## config.mk

```make
export PLATFORM = sky130hd
export DESIGN_NAME = sram_ctrl
export DESIGN_NICKNAME = d
export VERILOG_FILES = /design/src/hdl/sram_ctrl.v
export VERILOG_INCLUDE_DIRS = /design/src /design/src/hdl
export SDC_FILE = /design/constraint.sdc
export NUM_CORES = 1
export LEC_CHECK = 0
export ABC_AREA = 1
export BUFFER_PORTS_ARGS = -buffer_cell sky130_fd_sc_hd__clkbuf_2
export CAP_MARGIN = 20
export CORE_ASPECT_RATIO = 1.4
export CORE_UTILIZATION = 50
export CTS_CLUSTER_SIZE = 16
export DETAILED_ROUTE_END_ITERATION = 12
export GPL_TIMING_DRIVEN = 1
export MAX_ROUTING_LAYER = met4
export PLACE_DENSITY = 0.78
export SYNTH_ARGS = -nofsm -noshare
export SYNTH_HDL_FRONTEND = slang
export SYNTH_SLANG_ARGS = --single-unit
```

## constraint.sdc

```tcl
create_clock -name clk -period 1.7 [get_ports clk]
set_clock_uncertainty 0.15 [all_clocks]
set_input_delay 0.085 -clock clk [delete_from_list [all_inputs] [get_ports clk]]
set_output_delay 0.085 -clock clk [all_outputs]
set_load 0.05 [all_outputs]
```

## src/hdl/sram_ctrl_regs.vh

```
// Timing and field constants for the asynchronous static memory controller
`ifndef SRAM_CTRL_REGS_VH
`define SRAM_CTRL_REGS_VH

// Pin widths
`define ADDR_W 18
`define DATA_W 8

// Clock period in picoseconds
`define CLK_PERIOD_PS 10000

// Times in picoseconds, as printed in ns
`define READ_CYCLE_PS 10000
`define ADDR_ACCESS_PS 10000
`define WRITE_CYCLE_PS 10000
`define WRITE_PULSE_PS 7000
`define ADDR_SETUP_WEND_PS 7000
`define DATA_SETUP_WEND_PS 5000
`define STROBE_TO_FLOAT_PS 5000
`define OUT_FLOAT_PS 5000
`define WRITE_END_TO_DRIVE_PS 3000

// Least times round up to whole cycles, never below one
`define CYC_UP(t) ((((t) + `CLK_PERIOD_PS - 1) / `CLK_PERIOD_PS) < 1 ? 1 : \
    (((t) + `CLK_PERIOD_PS - 1) / `CLK_PERIOD_PS))

`endif

```

## src/hdl/sram_ctrl.v

```verilog
// Host-side controller for an asynchronous byte-wide static memory
`timescale 1ns/1ps
//
// Functional notes
// RQ1 - Write strobe stays high throughout every read cycle.
// RQ2 - Chip select and output gate stay low while address changes in reads.
// RQ3 - Address is valid before or with chip select falling.
// RQ4 - Memory holds old read data 3 ns after address change.
// RQ5 - Memory drives data no earlier than 3 ns after chip select falls.
// RQ6 - Memory floats data within 5 ns after output gate rises.
// RQ7 - Memory may drive data as soon as output gate falls.
// RQ8 - Address stays stable until write strobe ends; hold 0 ns.
// RQ9 - Address valid at least 7 ns before write end.
// RQ10 - Write data valid at least 5 ns before write end.
// RQ11 - Memory floats data within 5 ns of write strobe falling.
// RQ12 - Memory waits 3 ns after write end before driving again.
// RQ13 - Write timings referenced from last valid address to first transition.
// RQ14 - A write asserts write strobe and chip select together; here chip select falls one cycle before write strobe.
// RQ15 - Memory latches data on first rising edge of strobe or select.
// RQ16 - Memory floats data when select or gate inactive, or strobe active.
// RQ17 - Chip select high means standby; other strobes ignored.
// RQ18 - Memory model holds one byte per address, kept through standby.

`include "sram_ctrl_regs.vh"

module sram_ctrl #(
    parameter ADDR_W = `ADDR_W,
    parameter DATA_W = `DATA_W
) (
    input wire clk,
    input wire resetn,
    input wire clkEn,
    input wire reqValid,
    input wire reqWrite,
    input wire [ADDR_W-1:0] reqAddr,
    input wire [DATA_W-1:0] reqWdata,
    output reg reqReady,
    output reg rspValid,
    output reg [DATA_W-1:0] rspRdata,
    output reg [ADDR_W-1:0] memAddr,
    output reg chipSelN,
    output reg writeStrobeN,
    output reg outGateN,
    input wire [DATA_W-1:0] memDataIn,
    output reg [DATA_W-1:0] memDataOut,
    output reg memDataOeN
);

    // ------------------------------------------------------------
    // Cycle counts
    // ------------------------------------------------------------
    // Whole-cycle counts at full integer width
    localparam integer RD_CYC_I = `CYC_UP(`ADDR_ACCESS_PS);
    localparam integer WP_CYC_I = `CYC_UP(`WRITE_PULSE_PS);
    localparam integer FLOAT_CYC_I = `CYC_UP(`STROBE_TO_FLOAT_PS);
    localparam integer OFF_CYC_I = `CYC_UP(`OUT_FLOAT_PS);
    localparam integer REC_CYC_I = `CYC_UP(`WRITE_END_TO_DRIVE_PS);

    // Cut to the counter width; every count stays well below sixteen
    localparam [3:0] RD_CYC = RD_CYC_I[3:0];
    localparam [3:0] WP_CYC = WP_CYC_I[3:0];
    localparam [3:0] FLOAT_CYC = FLOAT_CYC_I[3:0];
    localparam [3:0] OFF_CYC = OFF_CYC_I[3:0];
    localparam [3:0] REC_CYC = REC_CYC_I[3:0];

    // Access wait plus the two synchroniser stages
    localparam [3:0] RD_WAIT = RD_CYC + 4'h2;

    // ------------------------------------------------------------
    // States
    // ------------------------------------------------------------
    localparam [5:0] S_IDLE = 6'h01;
    localparam [5:0] S_RD = 6'h02;
    localparam [5:0] S_RDOFF = 6'h04;
    localparam [5:0] S_WFLOAT = 6'h08;
    localparam [5:0] S_WPULSE = 6'h10;
    localparam [5:0] S_WREC = 6'h20;

    reg [5:0] state_q;
    reg [3:0] cnt_q;

    // Pins are asynchronous to clk; only the second stage is read
    reg [DATA_W-1:0] dinSync1_q;
    reg [DATA_W-1:0] dinSync2_q;

    // Copy of the request, kept for the whole access
    reg [ADDR_W-1:0] addrHold_q;
    reg [DATA_W-1:0] wdataHold_q;

    // ------------------------------------------------------------
    // Data input synchroniser
    // ------------------------------------------------------------
    always @(posedge clk or negedge resetn) begin
        if (!resetn) begin
            dinSync1_q <= {DATA_W{1'b0}};
            dinSync2_q <= {DATA_W{1'b0}};
        end else if (clkEn) begin
            dinSync1_q <= memDataIn;
            dinSync2_q <= dinSync1_q;
        end
    end

    // ------------------------------------------------------------
    // Cycle sequencer
    // ------------------------------------------------------------
    always @(posedge clk or negedge resetn) begin
        if (!resetn) begin
            state_q <= S_IDLE;
            cnt_q <= 4'h0;
            // Host side ready, no response
            reqReady <= 1'b1;
            rspValid <= 1'b0;
            rspRdata <= {DATA_W{1'b0}};
            // Memory pins parked, data pins released
            memAddr <= {ADDR_W{1'b0}};
            chipSelN <= 1'b1;
            writeStrobeN <= 1'b1;
            outGateN <= 1'b1;
            memDataOut <= {DATA_W{1'b0}};
            memDataOeN <= 1'b1;
            // Request copy
            addrHold_q <= {ADDR_W{1'b0}};
            wdataHold_q <= {DATA_W{1'b0}};
        end else if (clkEn) begin
            // Response pulse lasts one cycle
            rspValid <= 1'b0;
            case (state_q)
                // Requests are taken only here
                S_IDLE: begin
                    if (reqValid) begin
                        reqReady <= 1'b0;
                        addrHold_q <= reqAddr;
                        wdataHold_q <= reqWdata;
                        memAddr <= reqAddr; // [RQ3] [RQ13]
                        chipSelN <= 1'b0; // [RQ3]
                        if (reqWrite) begin
                            // Gate stays high so the memory floats its pins
                            outGateN <= 1'b1; // [RQ16]
                            cnt_q <= FLOAT_CYC;
                            state_q <= S_WFLOAT;
                        end else begin
                            writeStrobeN <= 1'b1; // [RQ1]
                            outGateN <= 1'b0; // [RQ2] [RQ7]
                            cnt_q <= RD_WAIT;
                            state_q <= S_RD;
                        end
                    end
                end

                // Data seen now left the pins two cycles earlier
                S_RD: begin
                    if (cnt_q == 4'h1) begin
                        rspRdata <= dinSync2_q; // [RQ4]
                        rspValid <= 1'b1;
                        chipSelN <= 1'b1; // [RQ17]
                        outGateN <= 1'b1; // [RQ6]
                        cnt_q <= OFF_CYC;
                        state_q <= S_RDOFF;
                    end else begin
                        cnt_q <= cnt_q - 4'h1;
                    end
                end

                S_RDOFF: begin
                    // Memory must float before anyone drives the bus again
                    if (cnt_q == 4'h1) begin
                        reqReady <= 1'b1;
                        state_q <= S_IDLE;
                    end else begin
                        cnt_q <= cnt_q - 4'h1;
                    end
                end

                // Strobe falls on the edge that drives the data; the gate is already high, so the memory floats
                S_WFLOAT: begin
                    writeStrobeN <= 1'b0; // [RQ14]
                    if (cnt_q == 4'h1) begin
                        memDataOut <= wdataHold_q; // [RQ10] [RQ11]
                        memDataOeN <= 1'b0;
                        cnt_q <= WP_CYC;
                        state_q <= S_WPULSE;
                    end else begin
                        cnt_q <= cnt_q - 4'h1;
                    end
                end

                S_WPULSE: begin
                    if (cnt_q == 4'h1) begin
                        // Both strobes rise together; data and address held
                        writeStrobeN <= 1'b1; // [RQ15]
                        chipSelN <= 1'b1; // [RQ8] [RQ9]
                        cnt_q <= REC_CYC;
                        state_q <= S_WREC;
                    end else begin
                        cnt_q <= cnt_q - 4'h1;
                    end
                end

                // Data pins driven one cycle past the write end, then released as recovery ends
                S_WREC: begin
                    memDataOeN <= 1'b1; // [RQ12]
                    memAddr <= addrHold_q;
                    if (cnt_q == 4'h1) begin
                        reqReady <= 1'b1;
                        state_q <= S_IDLE;
                    end else begin
                        cnt_q <= cnt_q - 4'h1;
                    end
                end

                // Stray state: park the strobes, release the data pins and go idle
                default: begin
                    state_q <= S_IDLE;
                    reqReady <= 1'b1;
                    chipSelN <= 1'b1;
                    writeStrobeN <= 1'b1;
                    outGateN <= 1'b1;
                    memDataOeN <= 1'b1;
                end
            endcase
        end
    end

endmodule // sram_ctrl

```

**Yosys cells after proc, flatten, opt, wreduce, memory -nomap -nowiden**

Index checks and enable logic that the tools add are counted.

- Output and inout bits: 40
- Register bits after elaboration: 92
- Logic and storage cells: 84
- Input bits: 39

- Equal/unequal tests: 15
- Mux-type cells: 28
- Bitwise operators: 5
- Add/sub/neg operators: 1
- Reductions and logical operators: 20

Operator list:

| cell | count |
|---|---|
| $pmux W18 S2 | 1 |
| $mux W6 | 5 |
| $pmux W6 S5 | 1 |
| $mux W18 | 1 |
| $mux W4 | 4 |
| $reduce_and A4 Y1 | 4 |
| $reduce_and A3 Y1 | 5 |
| $ne A2 B2 Y1 const B | 6 |
| $pmux W4 S3 | 1 |
| $mux W1 | 9 |
| $pmux W1 S3 | 3 |
| $reduce_or A3 Y1 | 3 |
| $reduce_or A4 Y1 | 2 |
| $eq A6 B1 Y1 const B | 1 |
| $eq A6 B2 Y1 const B | 1 |
| $eq A6 B3 Y1 const B | 1 |
| $eq A6 B4 Y1 const B | 1 |
| $eq A6 B5 Y1 const B | 1 |
| $eq A6 B6 Y1 const B | 1 |
| $reduce_and A6 Y1 | 1 |
| $not A1 Y1 | 5 |
| $reduce_and A5 Y1 | 1 |
| $eq A4 B1 Y1 const B | 1 |
| $ne A2 B1 Y1 const B | 2 |
| 7 further kinds | 8 |

**Logic depth before layout (Yosys ltp)**

Gate-level depths: netlist of run 1.

- Depth in word-level cells: 4
- Gate-level depth with buffers: 11
- Mapped depth without buffers: 11

**Least setup slack after synthesis of run 1**

No wires, ideal clock.

- Kind: register to register
- Start point: register cnt_q[1]
- End point: register rspRdata[6]
- Path buffers: 1
- Data arrival time: 1403 ps
- Data required time: 1430 ps
- Library setup time: 120 ps
- Stages on the path, launching flop included: 9
- Clock period less this slack: 1673 ps
- Path slack: 27 ps
- Cell sequence: dfrtp_1 -> inv_1 -> ha_1 -> nand3_4 -> nor2_1 -> nand2_2 -> buf_6 -> nand2_1 -> o21ai_2

- Word-level cells in the longest chain between the ends: 2

Ends and longest elaborated chain:

| item | RTL line | text |
|---|---|---|
| from (decl) | sram_ctrl.v:80 | `reg [3:0] cnt_q;` |
| from (signal assigned) | sram_ctrl.v:160 | `cnt_q <= cnt_q - 4'h1;` |
| from (signal assigned) | sram_ctrl.v:170 | `cnt_q <= cnt_q - 4'h1;` |
| from (signal assigned) | sram_ctrl.v:183 | `cnt_q <= cnt_q - 4'h1;` |
| $eq A4 B1 Y1 | sram_ctrl.v:152 | `if (cnt_q == 4'h1) begin` |
| $reduce_and A3 Y1 (no source line) | n/a |  |
| to (signal assigned) | sram_ctrl.v:113 | `rspRdata <= {DATA_W{1'b0}};` |
| to (signal assigned) | sram_ctrl.v:153 | `rspRdata <= dinSync2_q;` |
| to (decl) | sram_ctrl.v:39 | `output reg [DATA_W-1:0] rspRdata,` |

Every way passes these cells.
A chain may end at the register's enable or synchronous reset.

**Final worst setup path of run 1**

- Start point: register state_q[0]
- End point: register addrHold_q[12]

- Word-level cells in the longest chain between the ends: 2

Ends and longest elaborated chain:

| item | RTL line | text |
|---|---|---|
| from (decl) | sram_ctrl.v:79 | `reg [5:0] state_q;` |
| from (signal assigned) | sram_ctrl.v:108 | `state_q <= S_IDLE;` |
| from (signal assigned) | sram_ctrl.v:140 | `state_q <= S_WFLOAT;` |
| from (signal assigned) | sram_ctrl.v:145 | `state_q <= S_RD;` |
| $eq A6 B1 Y1 | sram_ctrl.v:127 | `case (state_q)` |
| $reduce_and A3 Y1 (no source line) | n/a |  |
| to (signal assigned) | sram_ctrl.v:122 | `addrHold_q <= {ADDR_W{1'b0}};` |
| to (signal assigned) | sram_ctrl.v:132 | `addrHold_q <= reqAddr;` |
| to (decl) | sram_ctrl.v:87 | `reg [ADDR_W-1:0] addrHold_q;` |

Every way passes these cells.

==> results of run 1 <==
-- power by group through the flow --
stage	registers (mW)	clock network (mW)	logic (mW)
floorplan	4.68	0	2.30
global placement	3.46	0	4.57
detailed placement	3.50	0	4.67
CTS	3.48	2.18	5.04
global route	3.62	2.27	5.85
finish	3.53	2.16	5.42
-- metal layers --
metal,vias to the layer above,global-route usage [%]
li1,1839,-
met2,84,41.0
met5,-,-
met3,23,3.25
met1,1864,29.5
met4,0,11.1
-- worst max-delay path by stage --
stage / start / cells after the start / to
after floorplan: cnt_q[1] / 8 / rspRdata[6]
after global placement: state_q[0] / 8 / memAddr[1]
after detailed placement: cnt_q[1] / 7 / rspRdata[3]
after CTS: state_q[0] / 8 / memAddr[6]
after global routing: state_q[0] / 8 / state_q[2]
final: state_q[0] / 8 / addrHold_q[12]
-- kinds of logic after synthesis --
| kind of cell | after synthesis | share of synthesized area, % |
|---|---|---|
| compound gates | 89 | 13.2 |
| xor+xnor | 1 | 0.201 |
| fa+ha+maj | 2 | 0.573 |
| buf+inv | 92 | 9.51 |
| flops | 92 | 52.9 |
| mux | 8 | 2.06 |
| simple gates | 212 | 21.6 |
-- layout by cell type, fill, tap and decap left out, types with 10 or more instances in the layout --
master,synthesis,routed
a21oi_1,18,12
buf_4,1,25
clkbuf_16,0,10
clkbuf_2,0,77
dfrtp_1,86,86
dlygate4sd3_1,0,37
inv_1,73,72
nand2_1,134,124
nand2_2,4,12
nand3_1,15,11
nor2_1,41,18
nor2_2,4,20
nor2_4,3,10
o21ai_0,26,15
o21ai_1,16,26
o21ai_2,25,26
-- cell type report --
type	instances	area share (%)
Clock buffer	10	3.96
Clock inverter	6	1.43
Inverter	75	4.71
Multi-Input combinational cell	312	30.3
Sequential cell	92	38.3
Tap cell	105	2.18
Timing Repair Buffer	151	19.1
-- flip-flops by register name (all words and copies together), names as in the netlist --
name,flops
addrHold_q,18
chipSelN,1
cnt_q,4
dinSync1_q,8
dinSync2_q,8
memAddr,18
memDataOeN,1
memDataOut,8
outGateN,1
reqReady,1
rspRdata,8
rspValid,1
state_q,6
wdataHold_q,8
writeStrobeN,1
-- metrics by stage --
step	cells	setup slack (ns)	hold slack (ns)	setup TNS (ns)
final	751	-0.0847	0.0684	-2.61
after global routing	751	-0.183	0.106	-7.70
after CTS	744	-0.0525	0.0757	-1.25
after detailed placement	685	-0.0711	-0.107	-1.35
after global placement	685	-0.0169	-0.122	-0.238
after floorplan	496	0.0268	-0.361	0
-- repair_timing --
| item | 4_1_cts | 5_1_grt |
|---|---|---|
| pin swaps | 7 | 7 |
| hold buffers | 37 | 0 |
| endpoints found under the hold margin | 142 | 0 |
| setup endpoints to repair | 50 | 75 |
| setup buffers | 5 | 4 |
| gates cloned | 1 | 3 |
| resized for setup | 16 | 56 |
==> reports/metrics.csv, run 1 <==
stage;metric;value;unit
critical_path;path_common_cell;nand3_4;
clock_network;cts-root-buf;clkbuf_16;
yosys;yosys_warnings;0;
finish;n_fill_cell;631;
finish;num_antenna_cells;0;
yosys;synth-seq-area-share;52.9;%
detailed_routing;wl_met2;5740;µm
hold_path;hold_path.class;in -> async;
status;violations;negative setup slack;
detailed_routing;wl_met1;4310;µm
sta;worst_slack;-0.0847;ns
yosys;synth.most_common_cell;nand2_1;
yosys;ys_ff_latch;92;
critical_path;crit_path_end_kind;flop;
pwr;power_frac_comb;48.8;%
sta;tightestPinTransition;0.397;ns
placed_design;post-dp-hpwl;6220;µm
finish;areaGrowthSynthToFinish;38.2;%
global_route;grt_remaining_overflow;0;
sta;period_minus_slack;1.78;ns
critical_path;timing.rr.start;state_q[0];
critical_path;r2r_cells;8;
finish;fin_area;0.00603;mm²
pwr;swShare;44.1;%
placed_design;portBuffers;78;
detailed_routing;detail-route-antenna-nets;0;
global_route;track_usage;24.7;%
placed_design;routabilityCongestion;0.852;
floorplan;rows;40;
pwr;p_sw;4.90;mW
yosys;synth-edff-count;0;
yosys;avgSynthCellArea;8.80;µm²
clock_network;cts_tree;built;
pwr;vdd_drop_max;1.36;mV
finish;drive_gt1_share;37.0;%
global_route;grt_pass1_vias;3665;
global_route;grt_pass1_wl;16700;µm
critical_path;max_stage_delay;0.54;ns
finish;nets;682;
detailed_routing;avgRoutedWirePerCell;14.2;µm
pwr;powerDensity;1840;mW/mm²
global_route;grt_max_degree;53;
critical_path;critical_path_class;reg -> reg;
clock_network;htree_num_levels;3;
finish;postLayoutCoreUtil;70.9;%
yosys;netlist.area_leader.share;49.3;%
yosys;netlist_instances;496;
finish;seq_area;0.00231;mm²
pwr;leakage;3.19;nW
yosys;synthArstFlopShare;100;%
floorplan;fp.dieH;113;µm
yosys;synthesis.nets;537;
sta;setup_viol;62;
sta;final-hold-violation-count;0;
pwr;power;11.1;mW
yosys;synth_area_leaders;dfrtp_1 49%, nand2_1 12%, inv_1 6.3%;
status;status;finished with violations;
sta;rsz0062_at_grt;true;
critical_path;cp-start-kind;flop;
floorplan;io_pins;79;
critical_path;cp_num_buf_inv;3;
clock_network;cts_buffer_depth;2;
pwr;clkPwrFrac;19.5;%
yosys;synthFlopType;dfrtp_1;
critical_path;cp_cell_sequence;inv_1, nor2_4, nand3_4, inv_4, nand3_4, buf_12, nand2_1, o21ai_0;
critical_path;cp_top_family;flip-flops;
critical_path;required;1.76;ns
floorplan;dieArea;0.00912;mm²
yosys;yosys-top-cells-count;134 x nand2_1, 86 x dfrtp_1, 73 x inv_1;
placed_design;placed_area;0.00499;mm²
critical_path;cp_max_fo;26;
floorplan;die_x;81.0;µm
yosys;yosysUniqueCellTypes;30;
clock_network;numCtsBuffers;9;
sta;post-route-period-util;105;%
pwr;internal_power;6.21;mW
detailed_routing;vias;3810;
detailed_routing;totalWireLength;10700;µm
sta;finalMaxSlewViolations;0;
critical_path;rrSetupSlack;-0.08;ns
yosys;synth_area;0.00437;mm²
sta;maxSlewHeadroom;73.5;%
detailed_routing;first_iter_violations;167;
pwr;seq_power_share;31.8;%
critical_path;cp_slowest_cell;dfstp_2;
floorplan;initial_core_util;51.3;%
detailed_routing;wl_met3;335;µm
detailed_routing;drc;0;
sta;max_freq;0.560;GHz
yosys;yosysTopAreaCell;dfrtp_1;
global_route;antenna_found_initial;0;
finish;multi_input_area;0.00183;mm²
detailed_routing;first_pass_iters;6;
clock_network;clk_pin_slew;0.06;ns
critical_path;arrival;1.85;ns
job;maxCapViolations;0;
detailed_routing;vias_per_cell;5.07;
floorplan;fp.coreArea;0.00851;mm²
critical_path;r2r-end;addrHold_q[12];
detailed_routing;routed.top_layer;met4;
clock_network;worstSkewPairLatency;0.34;ns
clock_network;clock-sinks;92;
No activity file was read; power rests on OpenSTA's default activity.
==> run 2: changes to the inputs <==
--- a/config.mk
+++ b/config.mk
@@ -10,7 +10,9 @@
 export BUFFER_PORTS_ARGS = -buffer_cell sky130_fd_sc_hd__clkbuf_2
 export CAP_MARGIN = 20
 export CORE_ASPECT_RATIO = 1.4
+export CORE_MARGIN = 4
 export CORE_UTILIZATION = 50
+export CTS_CLUSTER_DIAMETER = 50
 export CTS_CLUSTER_SIZE = 16
 export DETAILED_ROUTE_END_ITERATION = 12
 export GPL_TIMING_DRIVEN = 1
==> reports/metrics.csv, run 2 (synthesis results as in run 1) <==
stage;metric;value;unit
status;status;finished with violations;
status;violations;negative setup slack;
finish;areaGrowthSynthToFinish;37.8;%
global_route;grt_max_degree;53;
detailed_routing;avgRoutedWirePerCell;15.4;µm
critical_path;crit_cells;6;
critical_path;r2r_cells;6;
critical_path;crit_start;state_q[2];
placed_design;portBuffers;78;
clock_network;clk_pin_slew;0.06;ns
global_route;track_usage;22.8;%
pwr;powerDensity;1850;mW/mm²
clock_network;numCtsBuffers;9;
sta;rsz0062_at_grt;true;
finish;top_regs;addrHold_q (18), memAddr (18);
hold_path;hold_path.class;in -> async;
floorplan;fp.dieH;119;µm
detailed_routing;detail-route-antenna-nets;0;
finish;nets;678;
clock_network;clock-sinks;92;
global_route;top_usage_layer;met2;
global_route;grt_pass1_vias;3953;
clock_network;worstSkewPairLatency;0.35;ns
critical_path;crit_path_end_kind;flop;
placed_design;post-dp-hpwl;6490;µm
finish;final_cell_mix;120 x nand2_1, 81 x dfrtp_1, 77 x clkbuf_2;
sta;period_minus_slack;1.81;ns
detailed_routing;vias;3874;
sta;max_freq;0.553;GHz
critical_path;worstSetupEndpoint;memAddr[11];
detailed_routing;totalWireLength;11500;µm
critical_path;timing.rr.start;state_q[2];
clock_network;htree_num_levels;3;
global_route;grt_pass1_wl;18100;µm
clock_network;cts_buffer_depth;2;
floorplan;rows;40;
floorplan;dieArea;0.0103;mm²
global_route;antenna_found_initial;0;
floorplan;fp.coreArea;0.00856;mm²
sta;finalMaxSlewViolations;0;
sta;setup_viol;43;
critical_path;critical_path_class;reg -> reg;
detailed_routing;vias_per_cell;5.19;
critical_path;cp_num_buf_inv;1;
job;maxCapViolations;0;
floorplan;initial_core_util;51.0;%
detailed_routing;first_pass_iters;4;
placed_design;routabilityCongestion;0.865;
placed_design;pre_cts_ws;-0.0718;ns
global_route;use_met2;37.9;%
critical_path;cp_top_family;simple AND/OR/NAND/NOR gates;
critical_path;max_stage_delay;0.45;ns
sta;tightestPinTransition;0.357;ns
detailed_routing;drc;0;
critical_path;r2r-end;memAddr[11];
sta;final-hold-violation-count;0;
pwr;leakage;3.20;nW
clock_network;cts_tree;built;
global_route;grt_remaining_overflow;0;
critical_path;cp_slowest_cell;dfrtp_2;
critical_path;cp_cell_sequence;nor2_4, nand3_4, bufbuf_16, a21oi_1, nand2_2, o21ai_2;
global_route;use_met1;26.7;%
sta;maxSlewHeadroom;76.2;%
global_route;grtUsageMet3;4.18;%
finish;num_antenna_cells;0;
sta;worst_slack;-0.108;ns
sta;post-route-period-util;106;%
critical_path;rrSetupSlack;-0.11;ns
critical_path;cp-start-kind;flop;
floorplan;die_x;87.0;µm
pwr;vdd_drop_max;1.28;mV
finish;final_common_cell;nand2_1;
sta;whs;0.0498;ns
finish;postLayoutCoreUtil;70.3;%
detailed_routing;first_iter_violations;213;
floorplan;io_pins;79;
finish;drive_gt1_share;35.4;%
critical_path;required;1.82;ns
clock_network;cts-root-buf;clkbuf_16;
critical_path;cp_max_fo;18;
critical_path;arrival;1.93;ns
-- run 2: what timing repair did --
action	4_1_cts	5_1_grt
pin swaps	3	7
hold endpoints to repair	142	0
endpoints found under the setup margin	63	73
gates cloned	3	3
resized for setup	17	37
setup buffers	8	1
hold buffers	37	0
-- run 2: area by class of cell --
| class | count | area [µm²] |
|---|---|---|
| clock buffer | 13 | 280 |
| fill | 595 | 2540 |
| sequential | 92 | 2320 |
| timing repair buffer | 147 | 1200 |
| tap | 105 | 131 |
| clock inverter | 3 | 42.5 |
| multi-input combinational | 312 | 1760 |
| inverter | 75 | 284 |
-- run 2: per-stage QoR --
stage               total power [mW]  instance area [µm²]  setup TNS (ns)  std cells
floorplan                       6.98                 4370               0        496
global placement                7.95                 4930          -0.103        679
detailed placement              8.11                 4930           -1.64        679
CTS                             10.7                 5850          -0.679        743
global route                    11.8                 6020           -6.64        747
finish                          11.2                 6020           -1.65        747
-- run 2: how the worst min path moves through the flow --
stage | from | endpoint | slack (ns) | cells after the start
after floorplan | resetn | addrHold_q[0] | -0.36 | 0
after global placement | resetn | memAddr[14] | -0.13 | 1
after detailed placement | resetn | memAddr[13] | -0.13 | 1
after CTS | resetn | memAddr[15] | 0.04 | 2
after global routing | resetn | memAddr[16] | 0.09 | 2
final | resetn | memAddr[15] | 0.05 | 2
-- run 2: layer usage --
metal	up-vias	routed length, µm
met5	-	0
met4	0	340
met3	32	488
met2	140	6250
met1	1875	4460
li1	1827	-
-- run 2: where the power goes --
group	internal [mW]	switching, mW	total [mW]
clock network	1.30	0.835	2.13
logic	1.88	3.59	5.47
registers	3.03	0.524	3.55
